===== config.mk =====
export PLATFORM = sky130hd
export DESIGN_NAME = rto_override_regs
export DESIGN_NICKNAME = d
export VERILOG_FILES = /design/src/core/rto_pkg.sv /design/src/core/rto_override_regs.sv
export SDC_FILE = /design/constraint.sdc
export NUM_CORES = 1
export LEC_CHECK = 0
export BUFFER_PORTS_ARGS = -buffer_cell sky130_fd_sc_hd__buf_2
export CORE_AREA = 2 2 100 102
export DETAILED_ROUTE_END_ITERATION = 7
export DIE_AREA = 0 0 102 104
export PLACE_DENSITY = 0.94
export RECOVER_POWER = 25
export SYNTH_ARGS = -nofsm -noshare
export SYNTH_HDL_FRONTEND = slang
export SYNTH_SLANG_ARGS = --single-unit

===== constraint.sdc =====
create_clock -name CLK_SYS -period 5.05 [get_ports CLK_SYS]
set_input_delay 0.505 -clock CLK_SYS [delete_from_list [all_inputs] [get_ports CLK_SYS]]
set_output_delay 0.505 -clock CLK_SYS [all_outputs]
set_load 0.005 [all_outputs]

===== src/core/rto_pkg.sv =====
// Behaviour
// - Loop-open bit opens synthesizer loop, resets 0
// - Pump force select applies 4-bit force current
// - Oscillator array force select applies value, default 16
// - Manual calibration enable gives software-stepped calibration
// - Calibration current force select applies value, default 6
// - Manual mode: falling select samples calibration comparator
// - Pump disable, force up, force down bits
// - Mixer DC force sets I and Q signs
// - Probe routed: interface field drives powerdown, mode
// - Probe unrouted: powerdown 1, mode top bit 1
// - Frequency comparator output gated by enable bit
// - Dither enable bit, reset 1
// - Sample dump drives lock, data, clock pins
// - Chop, shaping, rotation disable bits, reset 0
// - Rotation code selects converter position sequence
// - Gain override; first coupler 0 or -12 dB
// - Second coupler code selects four attenuations
// - Three stage gain override fields, reset 0
// - Calibration DAC override only while loop open
package rto_pkg;

  // Register indices; byte address is four times the index
  localparam logic [7:0] IDX_DAC_PUMP  = 8'h21;
  localparam logic [7:0] IDX_LOOP      = 8'h22;
  localparam logic [7:0] IDX_CAL_MAN   = 8'h23;
  localparam logic [7:0] IDX_PUMP_MIX  = 8'h24;
  localparam logic [7:0] IDX_CONV      = 8'h25;
  localparam logic [7:0] IDX_COUPLER   = 8'h26;
  localparam logic [7:0] IDX_STAGE     = 8'h27;
  localparam logic [7:0] IDX_STATUS    = 8'h28;

  // Reset values
  localparam logic [7:0] RST_DAC_PUMP  = 8'h4D;
  localparam logic [7:0] RST_LOOP      = 8'h10;
  localparam logic [7:0] RST_CAL_MAN   = 8'h06;
  localparam logic [7:0] RST_PUMP_MIX  = 8'h00;
  localparam logic [7:0] RST_CONV      = 8'h40;
  localparam logic [7:0] RST_COUPLER   = 8'h00;
  localparam logic [7:0] RST_STAGE     = 8'h00;

  // Field positions
  localparam int B_LOOP_OPEN     = 7;
  localparam int B_PUMP_SEL      = 6;
  localparam int B_OSC_SEL       = 5;
  localparam int B_MAN_EN        = 7;
  localparam int B_CAL_SEL       = 6;
  localparam int B_PUMP_OFF      = 7;
  localparam int B_PUMP_UP       = 6;
  localparam int B_PUMP_DN       = 5;
  localparam int B_MIX_LVL       = 3;
  localparam int B_MIX_EN        = 2;
  localparam int B_PRB_FILT      = 1;
  localparam int B_PRB_CONV      = 0;
  localparam int B_FCMP_EN       = 7;
  localparam int B_DITHER        = 6;
  localparam int B_DUMP          = 5;
  localparam int B_CHOP_OFF      = 4;
  localparam int B_SHAPE_OFF     = 3;
  localparam int B_CMROT_OFF     = 2;
  localparam int B_GAIN_EN       = 3;
  localparam int B_CPL1          = 2;
  localparam int B_STG1          = 4;
  localparam int B_STG2          = 2;

  // Rotation sequence codes
  typedef enum logic [1:0] {
    RTO_ROT_LINEAR = 2'b00,
    RTO_ROT_GRAY   = 2'b01,
    RTO_ROT_HOLD   = 2'b10,
    RTO_ROT_ALT    = 2'b11
  } rto_rot_e;

endpackage : rto_pkg


===== src/core/rto_override_regs.sv =====
`timescale 1ns/1ps
module rto_override_regs
  import rto_pkg::*;
(
  input  wire logic        CLK_SYS,
  input  wire logic        RST_B,
  // Avalon-MM slave
  input  wire logic [7:0]  AVS_ADDRESS,
  input  wire logic        AVS_READ,
  input  wire logic        AVS_WRITE,
  input  wire logic [31:0] AVS_WRITEDATA,
  input  wire logic [3:0]  AVS_BYTEENABLE,
  output logic      [31:0] AVS_READDATA,
  output logic             AVS_WAITREQUEST,
  // Calibrated and automatic values from the analog control logic
  input  wire logic [3:0]  PUMP_CURRENT_CALIB,
  input  wire logic [4:0]  OSC_ARRAY_CALIB,
  input  wire logic [5:0]  OSC_CAL_CURRENT_CALIB,
  input  wire logic [3:0]  CAL_DAC_CALIB,
  input  wire logic        CAL_COMPARATOR_OUT,
  input  wire logic [3:0]  INTERFACE_CTRL,
  input  wire logic        FREQ_COMP_RAW,
  input  wire logic        CONV_SAMPLE_A,
  input  wire logic        CONV_SAMPLE_B,
  input  wire logic        CONV_SAMPLE_CLK,
  input  wire logic        LOCK_NORMAL,
  input  wire logic        DATA_INOUT_NORMAL,
  input  wire logic        DATA_INOUT_NORMAL_OE,
  input  wire logic        DATA_CLOCK_NORMAL,
  input  wire logic        ROTATE_STEP,
  input  wire logic        AUTO_COUPLER1,
  input  wire logic [1:0]  AUTO_COUPLER2,
  input  wire logic [1:0]  AUTO_STAGE1,
  input  wire logic [1:0]  AUTO_STAGE2,
  input  wire logic [1:0]  AUTO_STAGE3,
  // Applied controls
  output logic             LOOP_OPEN,
  output logic      [3:0]  PUMP_CURRENT,
  output logic      [4:0]  OSC_ARRAY_SETTING,
  output logic      [5:0]  OSC_CAL_CURRENT_SETTING,
  output logic      [3:0]  CAL_DAC,
  output logic             MANUAL_OSC_CAL_EN,
  output logic             MANUAL_CAL_STROBE,
  output logic             CAL_SAMPLE_PULSE,
  output logic             CAL_COMP_SAMPLE,
  output logic             PUMP_NORMAL_OFF,
  output logic             PUMP_FORCE_UP,
  output logic             PUMP_FORCE_DOWN,
  output logic             MIXER_DC_FORCE_EN,
  output logic             MIXER_I_POS,
  output logic             MIXER_Q_POS,
  output logic             PROBE_TO_FILTER_EN,
  output logic             PROBE_TO_CONVERTER_EN,
  output logic             ANALOG_PROBE_POWERDOWN,
  output logic      [2:0]  PROBE_MODE,
  output logic             FREQ_COMP_OUT,
  output logic             SIGMA_DELTA_DITHER_EN,
  output logic             LOCK_PIN,
  output logic             DATA_INOUT_PIN,
  output logic             DATA_INOUT_OE,
  output logic             DATA_CLOCK_PIN,
  output logic             INTEGRATOR_CHOP_OFF,
  output logic             SHAPING_OFF,
  output logic             COMMON_MODE_ROTATION_OFF,
  output logic      [1:0]  CONV_INPUT_POS,
  output logic             FIRST_COUPLER,
  output logic      [1:0]  SECOND_COUPLER,
  output logic      [1:0]  STAGE1_GAIN,
  output logic      [1:0]  STAGE2_GAIN,
  output logic      [1:0]  STAGE3_GAIN
);

  // Stored register images
  logic [7:0] r_dac_pump;     // Calibration DAC and pump force values
  logic [7:0] r_loop;         // synth_loop_override_ctrl
  logic [7:0] r_cal_man;      // osc_cal_manual_ctrl
  logic [7:0] r_pump_mix;     // pump_mixer_probe_ctrl
  logic [7:0] r_conv;         // converter_modulator_ctrl
  logic [3:0] r_coupler;      // gain_coupler_override, low nibble only
  logic [5:0] r_stage;        // gain_stage_override, low six bits only
  logic       strobe_prev;    // Previous strobe level for edge detect
  logic [7:0] next_rdata;     // Read mux output
  logic       wr_go;          // Write completes this edge
  logic       req;            // Any request present
  logic       probe_routed;   // Probe connected somewhere
  logic       gain_on;        // Gain override active
  logic       strobe_fall;    // Strobe falling edge in manual mode

  function automatic logic [7:0] word_addr(input logic [7:0] idx);
    word_addr = {idx[5:0], 2'b00};
  endfunction : word_addr

  // Next converter position for each rotation code
  function automatic logic [1:0] next_pos(input logic [1:0] code, input logic [1:0] pos);
    case (code)
      RTO_ROT_LINEAR: next_pos = pos + 2'b01;
      RTO_ROT_GRAY:   next_pos = {~pos[0], pos[1]}; // 00, 10, 11, 01 and round
      RTO_ROT_HOLD:   next_pos = 2'b00;
      RTO_ROT_ALT:    next_pos = (pos == 2'b00) ? 2'b10 : 2'b00;
      default:        next_pos = 2'b00;
    endcase
  endfunction : next_pos

  assign req          = AVS_READ | AVS_WRITE;
  assign wr_go        = AVS_WRITE & ~AVS_WAITREQUEST & AVS_BYTEENABLE[0];
  assign probe_routed = r_pump_mix[B_PRB_FILT] | r_pump_mix[B_PRB_CONV];
  assign gain_on      = r_coupler[B_GAIN_EN];
  assign strobe_fall  = r_cal_man[B_MAN_EN] & strobe_prev & ~r_cal_man[B_CAL_SEL];

  // Bus handshake: one wait cycle, then the transfer completes
  // fixed latency
  always_ff @(posedge CLK_SYS or negedge RST_B)
  begin
    if (!RST_B)
      AVS_WAITREQUEST <= 1'b1;
    else if (req && AVS_WAITREQUEST)
      AVS_WAITREQUEST <= 1'b0;
    else
      AVS_WAITREQUEST <= 1'b1;
  end

  // Read mux; unmapped addresses read as zero
  always_comb
  begin
    next_rdata = 8'h00;
    case (AVS_ADDRESS)
      word_addr(IDX_DAC_PUMP): next_rdata = r_dac_pump;
      word_addr(IDX_LOOP):     next_rdata = r_loop;
      word_addr(IDX_CAL_MAN):  next_rdata = r_cal_man;
      word_addr(IDX_PUMP_MIX): next_rdata = r_pump_mix;
      word_addr(IDX_CONV):     next_rdata = r_conv;
      word_addr(IDX_COUPLER):  next_rdata = {4'h0, r_coupler};
      word_addr(IDX_STAGE):    next_rdata = {2'b00, r_stage};
      word_addr(IDX_STATUS):   next_rdata = {4'h0, LOOP_OPEN, CONV_INPUT_POS, CAL_COMP_SAMPLE};
      default:                 next_rdata = 8'h00;
    endcase
  end

  // Read data is loaded during the wait cycle so it stands at completion
  always_ff @(posedge CLK_SYS or negedge RST_B)
  begin
    if (!RST_B)
      AVS_READDATA <= 32'h0000_0000;
    else if (AVS_READ && AVS_WAITREQUEST)
      AVS_READDATA <= {24'h00_0000, next_rdata};
  end

  // Register writes; only byte lane 0 carries data
  // reset defaults
  always_ff @(posedge CLK_SYS or negedge RST_B)
  begin
    if (!RST_B)
    begin
      r_dac_pump <= RST_DAC_PUMP;
      r_loop     <= RST_LOOP;
      r_cal_man  <= RST_CAL_MAN;
      r_pump_mix <= RST_PUMP_MIX;
      r_conv     <= RST_CONV;
      r_coupler  <= RST_COUPLER[3:0];
      r_stage    <= RST_STAGE[5:0];
    end
    else if (wr_go)
    begin
      case (AVS_ADDRESS)
        word_addr(IDX_DAC_PUMP): r_dac_pump <= AVS_WRITEDATA[7:0];
        word_addr(IDX_LOOP):     r_loop     <= AVS_WRITEDATA[7:0];
        word_addr(IDX_CAL_MAN):  r_cal_man  <= AVS_WRITEDATA[7:0];
        word_addr(IDX_PUMP_MIX): r_pump_mix <= AVS_WRITEDATA[7:0];
        word_addr(IDX_CONV):     r_conv     <= AVS_WRITEDATA[7:0];
        word_addr(IDX_COUPLER):  r_coupler  <= AVS_WRITEDATA[3:0];
        word_addr(IDX_STAGE):    r_stage    <= AVS_WRITEDATA[5:0];
        default:                 r_dac_pump <= r_dac_pump;
      endcase
    end
  end

  // Synthesizer loop and forced currents
  always_ff @(posedge CLK_SYS or negedge RST_B)
  begin
    if (!RST_B)
    begin
      LOOP_OPEN               <= 1'b0;
      PUMP_CURRENT            <= 4'h0;
      OSC_ARRAY_SETTING       <= 5'h00;
      OSC_CAL_CURRENT_SETTING <= 6'h00;
      CAL_DAC                 <= 4'h0;
    end
    else
    begin
      LOOP_OPEN <= r_loop[B_LOOP_OPEN];
      PUMP_CURRENT <= r_loop[B_PUMP_SEL] ? r_dac_pump[3:0] : PUMP_CURRENT_CALIB;
      OSC_ARRAY_SETTING <= r_loop[B_OSC_SEL] ? r_loop[4:0] : OSC_ARRAY_CALIB;
      // current force; manual stepping also uses the force value
      OSC_CAL_CURRENT_SETTING <= (r_cal_man[B_CAL_SEL] || r_cal_man[B_MAN_EN])
                                 ? r_cal_man[5:0] : OSC_CAL_CURRENT_CALIB;
      CAL_DAC <= r_loop[B_LOOP_OPEN] ? r_dac_pump[7:4] : CAL_DAC_CALIB;
    end
  end

  // Manual calibration: the select bit becomes a software strobe
  always_ff @(posedge CLK_SYS or negedge RST_B)
  begin
    if (!RST_B)
    begin
      strobe_prev       <= 1'b0;
      MANUAL_OSC_CAL_EN <= 1'b0;
      MANUAL_CAL_STROBE <= 1'b0;
      CAL_SAMPLE_PULSE  <= 1'b0;
      CAL_COMP_SAMPLE   <= 1'b0;
    end
    else
    begin
      strobe_prev <= r_cal_man[B_CAL_SEL];
      MANUAL_OSC_CAL_EN <= r_cal_man[B_MAN_EN];
      MANUAL_CAL_STROBE <= r_cal_man[B_MAN_EN] & r_cal_man[B_CAL_SEL];
      CAL_SAMPLE_PULSE <= strobe_fall;
      if (strobe_fall)
        CAL_COMP_SAMPLE <= CAL_COMPARATOR_OUT;
    end
  end

  // Charge pump and mixer DC forcing
  always_ff @(posedge CLK_SYS or negedge RST_B)
  begin
    if (!RST_B)
    begin
      PUMP_NORMAL_OFF   <= 1'b0;
      PUMP_FORCE_UP     <= 1'b0;
      PUMP_FORCE_DOWN   <= 1'b0;
      MIXER_DC_FORCE_EN <= 1'b0;
      MIXER_I_POS       <= 1'b0;
      MIXER_Q_POS       <= 1'b0;
    end
    else
    begin
      PUMP_NORMAL_OFF <= r_pump_mix[B_PUMP_OFF];
      PUMP_FORCE_UP   <= r_pump_mix[B_PUMP_UP];
      PUMP_FORCE_DOWN <= r_pump_mix[B_PUMP_DN];
      // mixer levels; held low when not forced so nothing stray leaks out
      MIXER_DC_FORCE_EN <= r_pump_mix[B_MIX_EN];
      MIXER_I_POS <= r_pump_mix[B_MIX_EN] & r_pump_mix[B_MIX_LVL+1];
      MIXER_Q_POS <= r_pump_mix[B_MIX_EN] & r_pump_mix[B_MIX_LVL];
    end
  end

  // Analog probe routing
  always_ff @(posedge CLK_SYS or negedge RST_B)
  begin
    if (!RST_B)
    begin
      PROBE_TO_FILTER_EN     <= 1'b0;
      PROBE_TO_CONVERTER_EN  <= 1'b0;
      ANALOG_PROBE_POWERDOWN <= 1'b1;
      PROBE_MODE             <= 3'b100;
    end
    else
    begin
      PROBE_TO_FILTER_EN    <= r_pump_mix[B_PRB_FILT];
      PROBE_TO_CONVERTER_EN <= r_pump_mix[B_PRB_CONV];
      ANALOG_PROBE_POWERDOWN <= probe_routed ? INTERFACE_CTRL[3] : 1'b1;
      PROBE_MODE             <= probe_routed ? INTERFACE_CTRL[2:0] : {1'b1, INTERFACE_CTRL[1:0]};
    end
  end

  // Modulator, converter controls and pin sharing for sample dump
  always_ff @(posedge CLK_SYS or negedge RST_B)
  begin
    if (!RST_B)
    begin
      FREQ_COMP_OUT            <= 1'b0;
      SIGMA_DELTA_DITHER_EN    <= 1'b1;
      LOCK_PIN                 <= 1'b0;
      DATA_INOUT_PIN           <= 1'b0;
      DATA_INOUT_OE            <= 1'b0;
      DATA_CLOCK_PIN           <= 1'b0;
      INTEGRATOR_CHOP_OFF      <= 1'b0;
      SHAPING_OFF              <= 1'b0;
      COMMON_MODE_ROTATION_OFF <= 1'b0;
    end
    else
    begin
      FREQ_COMP_OUT <= r_conv[B_FCMP_EN] & FREQ_COMP_RAW;
      SIGMA_DELTA_DITHER_EN <= r_conv[B_DITHER];
      // sample dump; pins are one cycle behind the sources
      LOCK_PIN       <= r_conv[B_DUMP] ? CONV_SAMPLE_A : LOCK_NORMAL;
      DATA_INOUT_PIN <= r_conv[B_DUMP] ? CONV_SAMPLE_B : DATA_INOUT_NORMAL;
      DATA_INOUT_OE  <= r_conv[B_DUMP] | DATA_INOUT_NORMAL_OE;
      DATA_CLOCK_PIN <= r_conv[B_DUMP] ? CONV_SAMPLE_CLK : DATA_CLOCK_NORMAL;
      INTEGRATOR_CHOP_OFF      <= r_conv[B_CHOP_OFF];
      SHAPING_OFF              <= r_conv[B_SHAPE_OFF];
      COMMON_MODE_ROTATION_OFF <= r_conv[B_CMROT_OFF];
    end
  end

  // Converter input rotation, stepped by the converter rate enable
  always_ff @(posedge CLK_SYS or negedge RST_B)
  begin
    if (!RST_B)
      CONV_INPUT_POS <= 2'b00;
    else if (ROTATE_STEP)
      CONV_INPUT_POS <= next_pos(r_conv[1:0], CONV_INPUT_POS);
  end

  // Gain stage overrides
  always_ff @(posedge CLK_SYS or negedge RST_B)
  begin
    if (!RST_B)
    begin
      FIRST_COUPLER  <= 1'b0;
      SECOND_COUPLER <= 2'b00;
      STAGE1_GAIN    <= 2'b00;
      STAGE2_GAIN    <= 2'b00;
      STAGE3_GAIN    <= 2'b00;
    end
    else
    begin
      FIRST_COUPLER  <= gain_on ? r_coupler[B_CPL1] : AUTO_COUPLER1;
      SECOND_COUPLER <= gain_on ? r_coupler[1:0] : AUTO_COUPLER2;
      STAGE1_GAIN <= gain_on ? r_stage[B_STG1+1:B_STG1] : AUTO_STAGE1;
      STAGE2_GAIN <= gain_on ? r_stage[B_STG2+1:B_STG2] : AUTO_STAGE2;
      STAGE3_GAIN <= gain_on ? r_stage[1:0] : AUTO_STAGE3;
    end
  end
endmodule : rto_override_regs


==> results.yml, run 1 <==
cells_and_area:
  antenna_cells: 0
  drive_above_1_share_pct: 54.4
  seq_area_um2: 2920
  layout.nets: 576
  area.growth.synth_to_final_pct: 24.4
  multi_input_area_um2: 1920
  n_fill_cell: 691
hold_path:
  hp-class: "input port to flip-flop"
  min_path_cells: 1
flow_run:
  maxCapViolCount: 1
critical_path:
  path_max_fanout: 61
  startpoint_type: "input port"
  crit_path_top_delay_cell: "clkbuf_1"
  arrival_ns: 3.58
  path_delay_family: "buffers and inverters"
  cp.depth: 2
  cp_num_buf_inv: 2
  worstRegToRegCells: 4
  cp_data_required_time_ns: 5.63
  path_class: "input port to async pin"
  critPathCaptureType: "async pin"
  path_cells: "clkbuf_1 > buf_4"
  slowest_delay_ns: 2.17
synth:
  synth.avg_cell_area_um2: 14.2
  async_flop_share_pct: 100
  yosysTopAreaCell: "dfrtp_1"
  synthTopCellsByArea: "dfrtp_1 (52%), mux2_2 (18%), dfstp_2 (6.3%), buf_4 (3.6%), mux2_4 (2.4%)"
  synth_cell_types: 49
  synth_seq_cells: 116
  synth-edff-count: 0
  synthesis.area_um2: 5010
  ys_seq_area_share_pct: 58.2
  yosysTopAreaCellShare_pct: 51.9
  synth_flop_cell: "dfrtp_1"
  synth_cells: 352
  ys_warn_count: 0
die:
  die_area_um2: 10600
  start_util_pct: 52.5
  core_area_um2: 9550
  die_h_um: 104
  ioPinCount: 179
  rows: 36
  die_x_um: 102
global_route:
  grt_pass1_vias: 3720
  grt-ovfl-total: 0
  grt_pass1_wl_mm: 19.2
  grt_use_met2_pct: 38.1
  antenna_found_initial: 0
  grt_use_total_pct: 24.0
  use_met1_pct: 29.1
  grt_use_met3_pct: 8.47
  grt_max_degree: 62
  busiest_layer: "met2"
pwr:
  power_density_nw_per_um2: 361
  leakage_nw: 3.08
  ir_drop_uv: 232
sta:
  fin_crit_sh_pct: 59.3
  slew_headroom_pct: -108
  fin_setup_tns_ns: 0
  max_freq_mhz: 334
  post-route-min-period_ns: 2.99
  final_hold_viol_count: 0
  skew_ns: 0.00961
  worst_slew_pin_slew_ns: 3.12
  setup_viol: 0
  maxSlewViolCount: 62
  hold_ws_ns: 0.0879
  grt_setup_unrepaired: "false"
clocking:
  htreeDepth: 4
  clk_pin_slew_worst_paths_ns: 0.06
  clk_path_buf_depth: 2
  post_cts_buffers: 0
  cts_tree: "yes"
  clock-root-buffer: "clkbuf_8"
  cts_inserted_buffers: 17
  post_cts_resized: 0
  clk_latency_ns: 0.53
  ctsHoldBuffers: 0
  clock-sinks: 116
routing:
  drt_wl_total_mm: 11.7
  drc_errors: 0
  routedWlPerCell_um: 18.5
  first_pass_iters: 4
  drtIter0Drc: 281
  viasPerCell: 5.44
  antenna_left: 0
  dr_total_vias: 3431
placement:
  gp_congestion: 0.934
  hpwl_mm: 8.32
  port_buffers: 127
run_status:
  violations: "max-capacitance violations, max-slew violations"
  outcome: "finished, violations left"
worst paths after layout:
kind	from	to	slack, ns
min reg2reg	r_conv[6]$_DFFE_PN1P_	SIGMA_DELTA_DITHER_EN$_DFF_PN1_	0.40
max reg2reg	AVS_WAITREQUEST$_DFF_PN1_	AVS_READDATA[2]$_DFFE_PN0P_	2.77
max	RST_B	AVS_READDATA[1]$_DFFE_PN0P_	2.06
min in group asynchronous	RST_B	LOCK_PIN$_DFF_PN0_	1.02
min	INTERFACE_CTRL[0]	PROBE_MODE[0]$_DFF_PN0_	0.09
max in group CLK_SYS	AVS_WAITREQUEST$_DFF_PN1_	AVS_READDATA[2]$_DFFE_PN0P_	2.77
synth_stat cells, drive strengths merged, types with 3 or more instances:
| cell | n |
|---|---|
| a221o | 6 |
| a32oi | 6 |
| nand3b | 5 |
| o22ai | 4 |
| or4b | 3 |
| a2111oi | 3 |
| mux2i | 8 |
| nand2 | 9 |
| clkbuf | 11 |
| a22o | 3 |
| and2 | 5 |
| nand3 | 3 |
| o21ai | 5 |
| mux2 | 87 |
| buf | 26 |
| o211ai | 4 |
| dfstp | 12 |
| dfrtp | 104 |
| nor3 | 5 |
| nor2 | 7 |
| inv | 5 |
| a22oi | 4 |
cell type report:
class	count	share of cell area [%]
flip-flops and latches	116	46.8
inverters	5	0.301
repair buffers	128	10.3
clock inverters	15	2.41
clock buffers	17	6.64
well taps	133	2.67
multi-input cells	217	30.9
registers in the layout, indices dropped and copies added (netlist names), 3 cells and up:
name and cells:
r_cal_man 8, OSC_CAL_CURRENT_SETTING 6, r_conv 8, CAL_DAC 4
r_coupler 4, AVS_READDATA 8, PROBE_MODE 3, r_dac_pump 8
r_stage 6, r_loop 8, r_pump_mix 8, OSC_ARRAY_SETTING 5
PUMP_CURRENT 4
layer usage:
metal / wire, um / vias to the layer above
li1: - / 1523
met1: 4510 / 1693
met2: 5750 / 187
met3: 1100 / 28
met4: 344 / 0
met5: 0 / -
per-stage QoR:
stage | std cells | setup WS, ns | power [W] | util [%] | instance area (um2)
2_1_floorplan | 375 | 2.85 | 0.00107 | - | 5100
3_3_place_gp | 599 | 2.50 | 0.00114 | 59.4 | 5670
3_5_place_dp | 599 | 2.44 | 0.00115 | 59.4 | 5670
4_1_cts | 631 | 2.85 | 0.00227 | 65.3 | 6240
5_1_grt | 631 | 1.34 | 0.00233 | 65.3 | 6230
6_report | 631 | 2.06 | 0.00225 | 65.3 | 6230
kinds of logic (layout without fill, tap and decap cells):
kind of cell / count (synthesis) / count (layout) / share of synthesized area, %
muxes: 95 / 95 / 21.7
other: 1 / 24 / 0.0748
buffers and inverters: 42 / 165 / 5.12
adders and majority gates: 1 / 1 / 0.250
AOI/OAI and AO/OA: 42 / 42 / 6.69
DFF: 116 / 116 / 58.2
and+or+nand+nor: 55 / 55 / 7.91
power by group:
part | internal [W] | switching [W] | leakage [nW] | total, W
registers | 0.000959 | 0.0000179 | 1.49 | 0.000977
logic | 0.0000677 | 0.0000845 | 1.33 | 0.000152
clock network | 0.000664 | 0.000456 | 0.263 | 0.00112
total | 0.00169 | 0.000559 | 3.08 | 0.00225
layout by cell type, fill, tap and decap left out, types with 3 or more instances in the layout:
master	netlist	routed
a22oi_1	4	4
mux2_2	79	79
dfrtp_1	104	104
dfstp_2	12	11
nor2_1	5	5
nand3b_1	5	5
o211ai_1	4	4
clkbuf_16	0	16
mux2i_1	8	8
and2_1	5	4
clkinvlp_4	0	5
conb_1	1	24
inv_8	0	3
o21ai_0	5	5
buf_2	1	126
nand3_1	3	3
a2111oi_0	3	3
mux2_4	8	8
nor3_4	3	3
a221o_1	6	6
nand2_1	9	9
clkinv_4	0	3
o22ai_1	4	4
or4b_2	3	3
a22o_1	3	3
inv_1	5	5
a32oi_1	6	6
No activity file was read; power rests on OpenSTA's default activity.
==> run 2: changes to the inputs <==
--- a/config.mk
+++ b/config.mk
@@ -6,10 +6,10 @@
 export NUM_CORES = 1
 export LEC_CHECK = 0
 export BUFFER_PORTS_ARGS = -buffer_cell sky130_fd_sc_hd__buf_2
-export CORE_AREA = 2 2 100 102
+export CORE_AREA = 2 2 104 106
 export DETAILED_ROUTE_END_ITERATION = 7
-export DIE_AREA = 0 0 102 104
-export PLACE_DENSITY = 0.94
+export DIE_AREA = 0 0 106 108
+export PLACE_DENSITY = 0.88
 export RECOVER_POWER = 25
 export SYNTH_ARGS = -nofsm -noshare
 export SYNTH_HDL_FRONTEND = slang
==> constraint.sdc (replaced) <==
create_clock -name CLK_SYS -period 2.98 [get_ports CLK_SYS]
set_input_delay 0.298 -clock CLK_SYS [delete_from_list [all_inputs] [get_ports CLK_SYS]]
set_output_delay 0.298 -clock CLK_SYS [all_outputs]
set_load 0.005 [all_outputs]
==> run 2 against run 1 <==
The run now ends clean. Sequential cell count unchanged. Largest power group unchanged. Total power is 68% higher. Count of clock-buffer cells in the layout unchanged. Non-clock buffer count rose by 40. Global-route usage shrank 0.35 points. Combinational power up 100%. Setup slack worse by 1.3 ns. Critical path depth increased by 2. Clock skew fell by 0.0042 ns. Worst hold slack got worse by 0.067 ns.
==> results.yml, run 2 (synthesized netlist as in run 1, its figures left out) <==
critical_path:
  critPathCaptureType: "flip-flop"
  arrival_ns: 2.64
  path_max_fanout: 9
  crit_path_top_delay_cell: "nor3_1"
  path_cells: "nand2_1 > nor3_1 > nand2_1 > o21ai_0"
  path_class: "flip-flop to flip-flop"
  reg2reg_slack_ns: 0.77
  worstRegToRegCells: 4
  setup.worst_path.start: "AVS_WAITREQUEST$_DFF_PN1_"
  regToRegEndpoint: "AVS_READDATA[0]$_DFFE_PN0P_"
  rr_startpoint: "AVS_WAITREQUEST$_DFF_PN1_"
  slowest_delay_ns: 0.77
  crit_path_frequent_cell: "nand2_1"
  cp_num_buf_inv: 0
  startpoint_type: "flip-flop"
  path_delay_family: "simple AND/OR/NAND/NOR gates"
  cp_data_required_time_ns: 3.41
die:
  die_x_um: 106
  die_area_um2: 11400
  die_h_um: 108
  rows: 37
  ioPinCount: 179
  start_util_pct: 49.0
  core_area_um2: 10200
global_route:
  antenna_found_initial: 2
  grt_pass1_vias: 3905
  grt-ovfl-total: 0
  grt_max_degree: 61
  grt_use_total_pct: 23.7
  grt_pass1_wl_mm: 20.1
sta:
  setup_viol: 0
  skew_ns: 0.00544
  worst_slew_pin_slew_ns: 1.38
  slew_headroom_pct: 8.14
  fin_setup_tns_ns: 0
  post-route-min-period_ns: 2.21
  grt_setup_unrepaired: "false"
  final_hold_viol_count: 0
  fin_crit_sh_pct: 74.3
  maxSlewViolCount: 0
  max_freq_mhz: 452
routing:
  antenna_left: 0
  routedWlPerCell_um: 18.8
  dr_total_vias: 3629
  first_pass_iters: 5
  drtIter0Drc: 290
  drt_wl_total_mm: 12.7
  drc_errors: 0
  viasPerCell: 5.37
clocking:
  post_cts_resized: 0
  clock-root-buffer: "clkbuf_8"
  htreeDepth: 4
  clock-sinks: 116
  clk_pin_slew_worst_paths_ns: 0.06
  clk_path_buf_depth: 2
  clk_latency_ns: 0.53
  cts_tree: "yes"
  cts_inserted_buffers: 17
flow_run:
  maxCapViolCount: 0
placement:
  gp_congestion: 0.938
  port_buffers: 127
  hpwl_mm: 8.56
  placedCellCount: 603
pwr:
  power_density_nw_per_um2: 570
  ir_drop_uv: 361
  leakage_nw: 3.26
cells_and_area:
  instances_no_fill: 676
  layout.nets: 616
  n_fill_cell: 711
  area.growth.synth_to_final_pct: 32.3
  drive_above_1_share_pct: 50.7
  final_common_cell: "buf_2"
  layout_common_cells: "buf_2 (126), dfrtp_1 (104), mux2_2 (79), dlygate4sd3_1 (39), conb_1 (24)"
hold_path:
  min_path_cells: 2
  hold_start: "PUMP_CURRENT_CALIB[3]"
  hold_end: "PUMP_CURRENT[3]$_DFF_PN0_"
  hp-class: "input port to flip-flop"
run_status:
  outcome: "finished, final reports clean"
-- run 2: cell count changes in the layout (fill, tap and decap cells not counted), sizes merged --
cell and change:
bufinv -1, clkinvlp -2, inv +1, diode +2, dlygate4sd3 +39, buf +1, clkinv +2
-- run 2: worst max-delay path by stage --
| stage | cells past startpoint | endpoint |
|---|---|---|
| 2_1_floorplan | 4 | r_coupler[0]$_DFFE_PN0P_ |
| 4_1_cts | 4 | AVS_READDATA[0]$_DFFE_PN0P_ |
| 3_3_place_gp | 5 | r_pump_mix[6]$_DFFE_PN0P_ |
| 6_report | 4 | AVS_READDATA[0]$_DFFE_PN0P_ |
| 5_1_grt | 4 | AVS_READDATA[0]$_DFFE_PN0P_ |
| 3_5_place_dp | 5 | r_pump_mix[3]$_DFFE_PN0P_ |
-- run 2: worst register-to-register path, delay by kind of cell (launching register included) --
family	cells	cell delay (ns)
DFF	1	0.60
AOI/OAI and AO/OA	1	0.27
and+or+nand+nor	3	1.24
-- run 2: stage by stage --
stage               utilization, %  power, W  area [um2]  hold WS (ns)  worst slack, ns
global route                  64.8   0.00393        6630        0.0162            0.653
detailed placement            55.7   0.00195        5700         0.373            0.652
global placement              55.7   0.00193        5700         0.373            0.698
CTS                           64.8   0.00381        6630        0.0110            0.877
finish                        64.8   0.00378        6630        0.0211            0.766
floorplan                        -   0.00182        5100       0.00241            0.984
-- run 2: layout make-up --
cell class | instances | area [um2] | share of cell area (%)
flip-flops and latches | 116 | 2920 | 44.0
multi-input cells | 217 | 1920 | 29.0
repair buffers | 168 | 1050 | 15.9
clock buffers | 17 | 414 | 6.25
well taps | 136 | 170 | 2.57
clock inverters | 15 | 125 | 1.89
inverters | 5 | 18.8 | 0.283
diodes | 2 | 5.00 | 0.0755
-- run 2: power breakdown --
part           total [W]  internal, W  switching (W)
Combinational   0.000309     0.000153       0.000156
Sequential       0.00166      0.00162      0.0000319
Clock            0.00181      0.00104       0.000773
Total            0.00378      0.00282       0.000961
-- run 2: repair_timing --
action,in CTS,in global routing
buffers inserted,0,0
hold endpoints to repair,87,0
hold buffers,39,0
endpoints found under the setup margin,0,0
-- run 2: metal layers --
metal / global-route usage, % / wire, um
met5: 0 / 0
met1: 28.2 / 4880
met4: 13.1 / 521
met2: 37.7 / 6110
met3: 8.38 / 1170
==> run 3: changes to the inputs <==
--- a/config.mk
+++ b/config.mk
@@ -5,11 +5,12 @@
 export SDC_FILE = /design/constraint.sdc
 export NUM_CORES = 1
 export LEC_CHECK = 0
+export ABC_AREA = 1
 export BUFFER_PORTS_ARGS = -buffer_cell sky130_fd_sc_hd__buf_2
-export CORE_AREA = 2 2 104 106
+export CORE_AREA = 2 2 110 112
 export DETAILED_ROUTE_END_ITERATION = 7
-export DIE_AREA = 0 0 106 108
-export PLACE_DENSITY = 0.88
+export DIE_AREA = 0 0 112 114
+export PLACE_DENSITY = 0.85
 export RECOVER_POWER = 25
 export SYNTH_ARGS = -nofsm -noshare
 export SYNTH_HDL_FRONTEND = slang
==> constraint.sdc (replaced) <==
create_clock -name CLK_SYS -period 1.83 [get_ports CLK_SYS]
set_input_delay 0.183 -clock CLK_SYS [delete_from_list [all_inputs] [get_ports CLK_SYS]]
set_output_delay 0.183 -clock CLK_SYS [all_outputs]
set_load 0.005 [all_outputs]
==> run 3 against run 2 <==
Combinational power grew 49%. Routed wire length shrank 0.46%. Cell count grew 28%. Non-clock buffer count grew 9. Synthesized area grew 1.3%. Synthesized cell count grew 50%. Worst hold slack lost 0.00097 ns. Sequential cell count is the same. Count of clock-buffer cells in the layout grew 3. Sequential power grew 63%. Critical path type is now input port to flip-flop.
==> results.yml, run 3 <==
run_status:
  outcome: "finished, final reports clean"
synth:
  yosys-top-cells-count: "nand2_1 (154), dfrtp_1 (104), nand3_1 (53)"
  synth_compound_area_share_pct: 8.16
  synth_flop_cell: "dfrtp_1"
  yosysTopAreaCell: "dfrtp_1"
  ys_warn_count: 0
  synthAdderAreaFrac_pct: 0.246
  synth_top_family_by_area: "simple AND/OR/NAND/NOR gates"
  synth.area.mux_share_pct: 2.66
  synth-simple-area-share_pct: 22.4
  yosysMostFrequentCell: "nand2_1"
  async_flop_share_pct: 100
  synthesis.area_um2: 5080
  synthTopCellsByArea: "dfrtp_1 (51%), nand2_1 (11%), dfstp_2 (6.2%), nand3_1 (5.2%), buf_4 (4.3%)"
  synth_seq_cells: 116
  ys_seq_area_share_pct: 57.5
  yosysTopAreaCellShare_pct: 51.3
  yosys.area_share.xor_xnor_pct: 0
  synth_cell_types: 31
  synth-edff-count: 0
  synth.avg_cell_area_um2: 9.60
  synth_cells: 529
critical_path:
  rr_startpoint: "AVS_WAITREQUEST$_DFF_PN1_"
  critPathCaptureType: "flip-flop"
  path_cells: "dlygate4sd3_1 > buf_2 > nand2_1 > nor2_4 > inv_2 > nor2_4 > nand2_1 > o21a_1"
  crit_path_top_delay_cell: "dlygate4sd3_1"
  slowest_delay_ns: 0.52
  path_class: "input port to flip-flop"
  setup.worst_path.start: "AVS_WRITE"
  arrival_ns: 1.74
  startpoint_type: "input port"
  path_max_fanout: 16
  cp_data_required_time_ns: 2.13
routing:
  antenna_left: 0
  viasPerCell: 4.87
  dr_total_vias: 4225
  drt_wl_total_mm: 12.6
  drtIter0Drc: 319
  first_pass_iters: 5
  routedWlPerCell_um: 14.5
  drc_errors: 0
die:
  start_util_pct: 43.4
  die_h_um: 114
  die_x_um: 112
  rows: 40
  ioPinCount: 179
  core_area_um2: 11700
  die_area_um2: 12800
global_route:
  antenna_found_initial: 0
  grt_pass1_wl_mm: 20.6
  grt_max_degree: 108
  grt_use_total_pct: 21.1
  grt-ovfl-total: 0
  grt_pass1_vias: 4105
pwr:
  ir_drop_uv: 675
  leakage_nw: 3.51
  power_density_nw_per_um2: 1020
sta:
  worst_slew_pin_slew_ns: 0.611
  slew_headroom_pct: 59.3
  max_freq_mhz: 694
  fin_crit_sh_pct: 78.7
  hold_ws_ns: 0.0202
  maxSlewViolCount: 0
  fin_setup_tns_ns: 0
  grt_setup_unrepaired: "false"
  setup_viol: 0
  skew_ns: 0.00437
  final_hold_viol_count: 0
  post-route-min-period_ns: 1.44
cells_and_area:
  drive_above_1_share_pct: 30.1
  layout_common_cells: "nand2_1 (154), buf_2 (126), dfrtp_1 (104), nand3_1 (53), dlygate4sd3_1 (42)"
  final_area_um2: 6860
  antenna_cells: 0
  seq_area_um2: 2920
  area.growth.synth_to_final_pct: 35.1
  final_common_cell: "nand2_1"
  instances_no_fill: 868
  multi_input_area_um2: 1790
  n_fill_cell: 1024
  layout.nets: 799
placement:
  placedCellCount: 794
  postPlaceCellArea_um2: 5760
  hpwl_mm: 8.65
  gp_congestion: 0.851
  port_buffers: 127
clocking:
  clk_path_buf_depth: 2
  clk_latency_ns: 0.41
  htreeDepth: 4
  clk_pin_slew_worst_paths_ns: 0.05
  clock-root-buffer: "clkbuf_16"
  cts_inserted_buffers: 17
  clock-sinks: 116
  cts_tree: "yes"
hold_path:
  hp-class: "input port to flip-flop"
  hold_start: "OSC_ARRAY_CALIB[3]"
flow_run:
  maxCapViolCount: 0
-- run 3: final timing paths --
| path | depth (start not counted) | to | slack [ns] |
|---|---|---|---|
| max | 8 | r_conv[2]$_DFFE_PN0P_ | 0.39 |
| min | 2 | OSC_ARRAY_SETTING[3]$_DFF_PN0_ | 0.02 |
| max reg2reg | 5 | r_conv[2]$_DFFE_PN0P_ | 0.44 |
| min reg2reg | 0 | SHAPING_OFF$_DFF_PN0_ | 0.41 |
| max in group asynchronous | 3 | r_conv[5]$_DFFE_PN0P_ | 0.56 |
| min in group asynchronous | 2 | PROBE_TO_CONVERTER_EN$_DFF_PN0_ | 0.29 |
-- run 3: kinds of logic after synthesis --
logic type | Yosys count
compound gates | 73
other cells | 1
mux | 12
flops | 116
simple gates | 244
buf+inv | 82
fa+ha+maj | 1
-- run 3: critical path, delay by kind of cell --
family	cells	cell delay, ns
simple gates	4	0.69
buf+inv	3	0.72
compound gates	1	0.13
-- run 3: final cells by class --
class	count	share of cell area [%]
clock buffer	20	6.80
clock inverter	12	3.28
inverter	42	2.30
multi-input combinational	354	26.0
sequential	116	42.5
tap	147	2.68
timing repair buffer	177	16.4
-- run 3: timing repair --
action,4_1_cts,5_1_grt
buffers inserted,0,0
gates resized for setup,0,0
hold endpoints to repair,144,1
hold buffers,41,1
-- run 3: power by group --
group	switching (W)	internal (W)
clock	0.00115	0.00266
sequential	0.0000446	0.00265
combinational	0.000250	0.000208
-- run 3: per-stage QoR --
stage	setup WS, ns	power (W)	utilization, %
after floorplan	0.598	0.00293	-
after global placement	0.356	0.00311	49.2
after detailed placement	0.241	0.00313	49.2
after CTS	0.413	0.00704	58.6
after global routing	0.300	0.00723	58.6
final	0.390	0.00697	58.6
-- run 3: routing by layer --
layer	global-route usage [%]	vias to the layer above	wire length, um
met1	26.7	2018	5340
met4	8.05	0	265
met2	33.9	172	6100
met3	7.23	23	913
met5	0	-	0
li1	-	2012	-
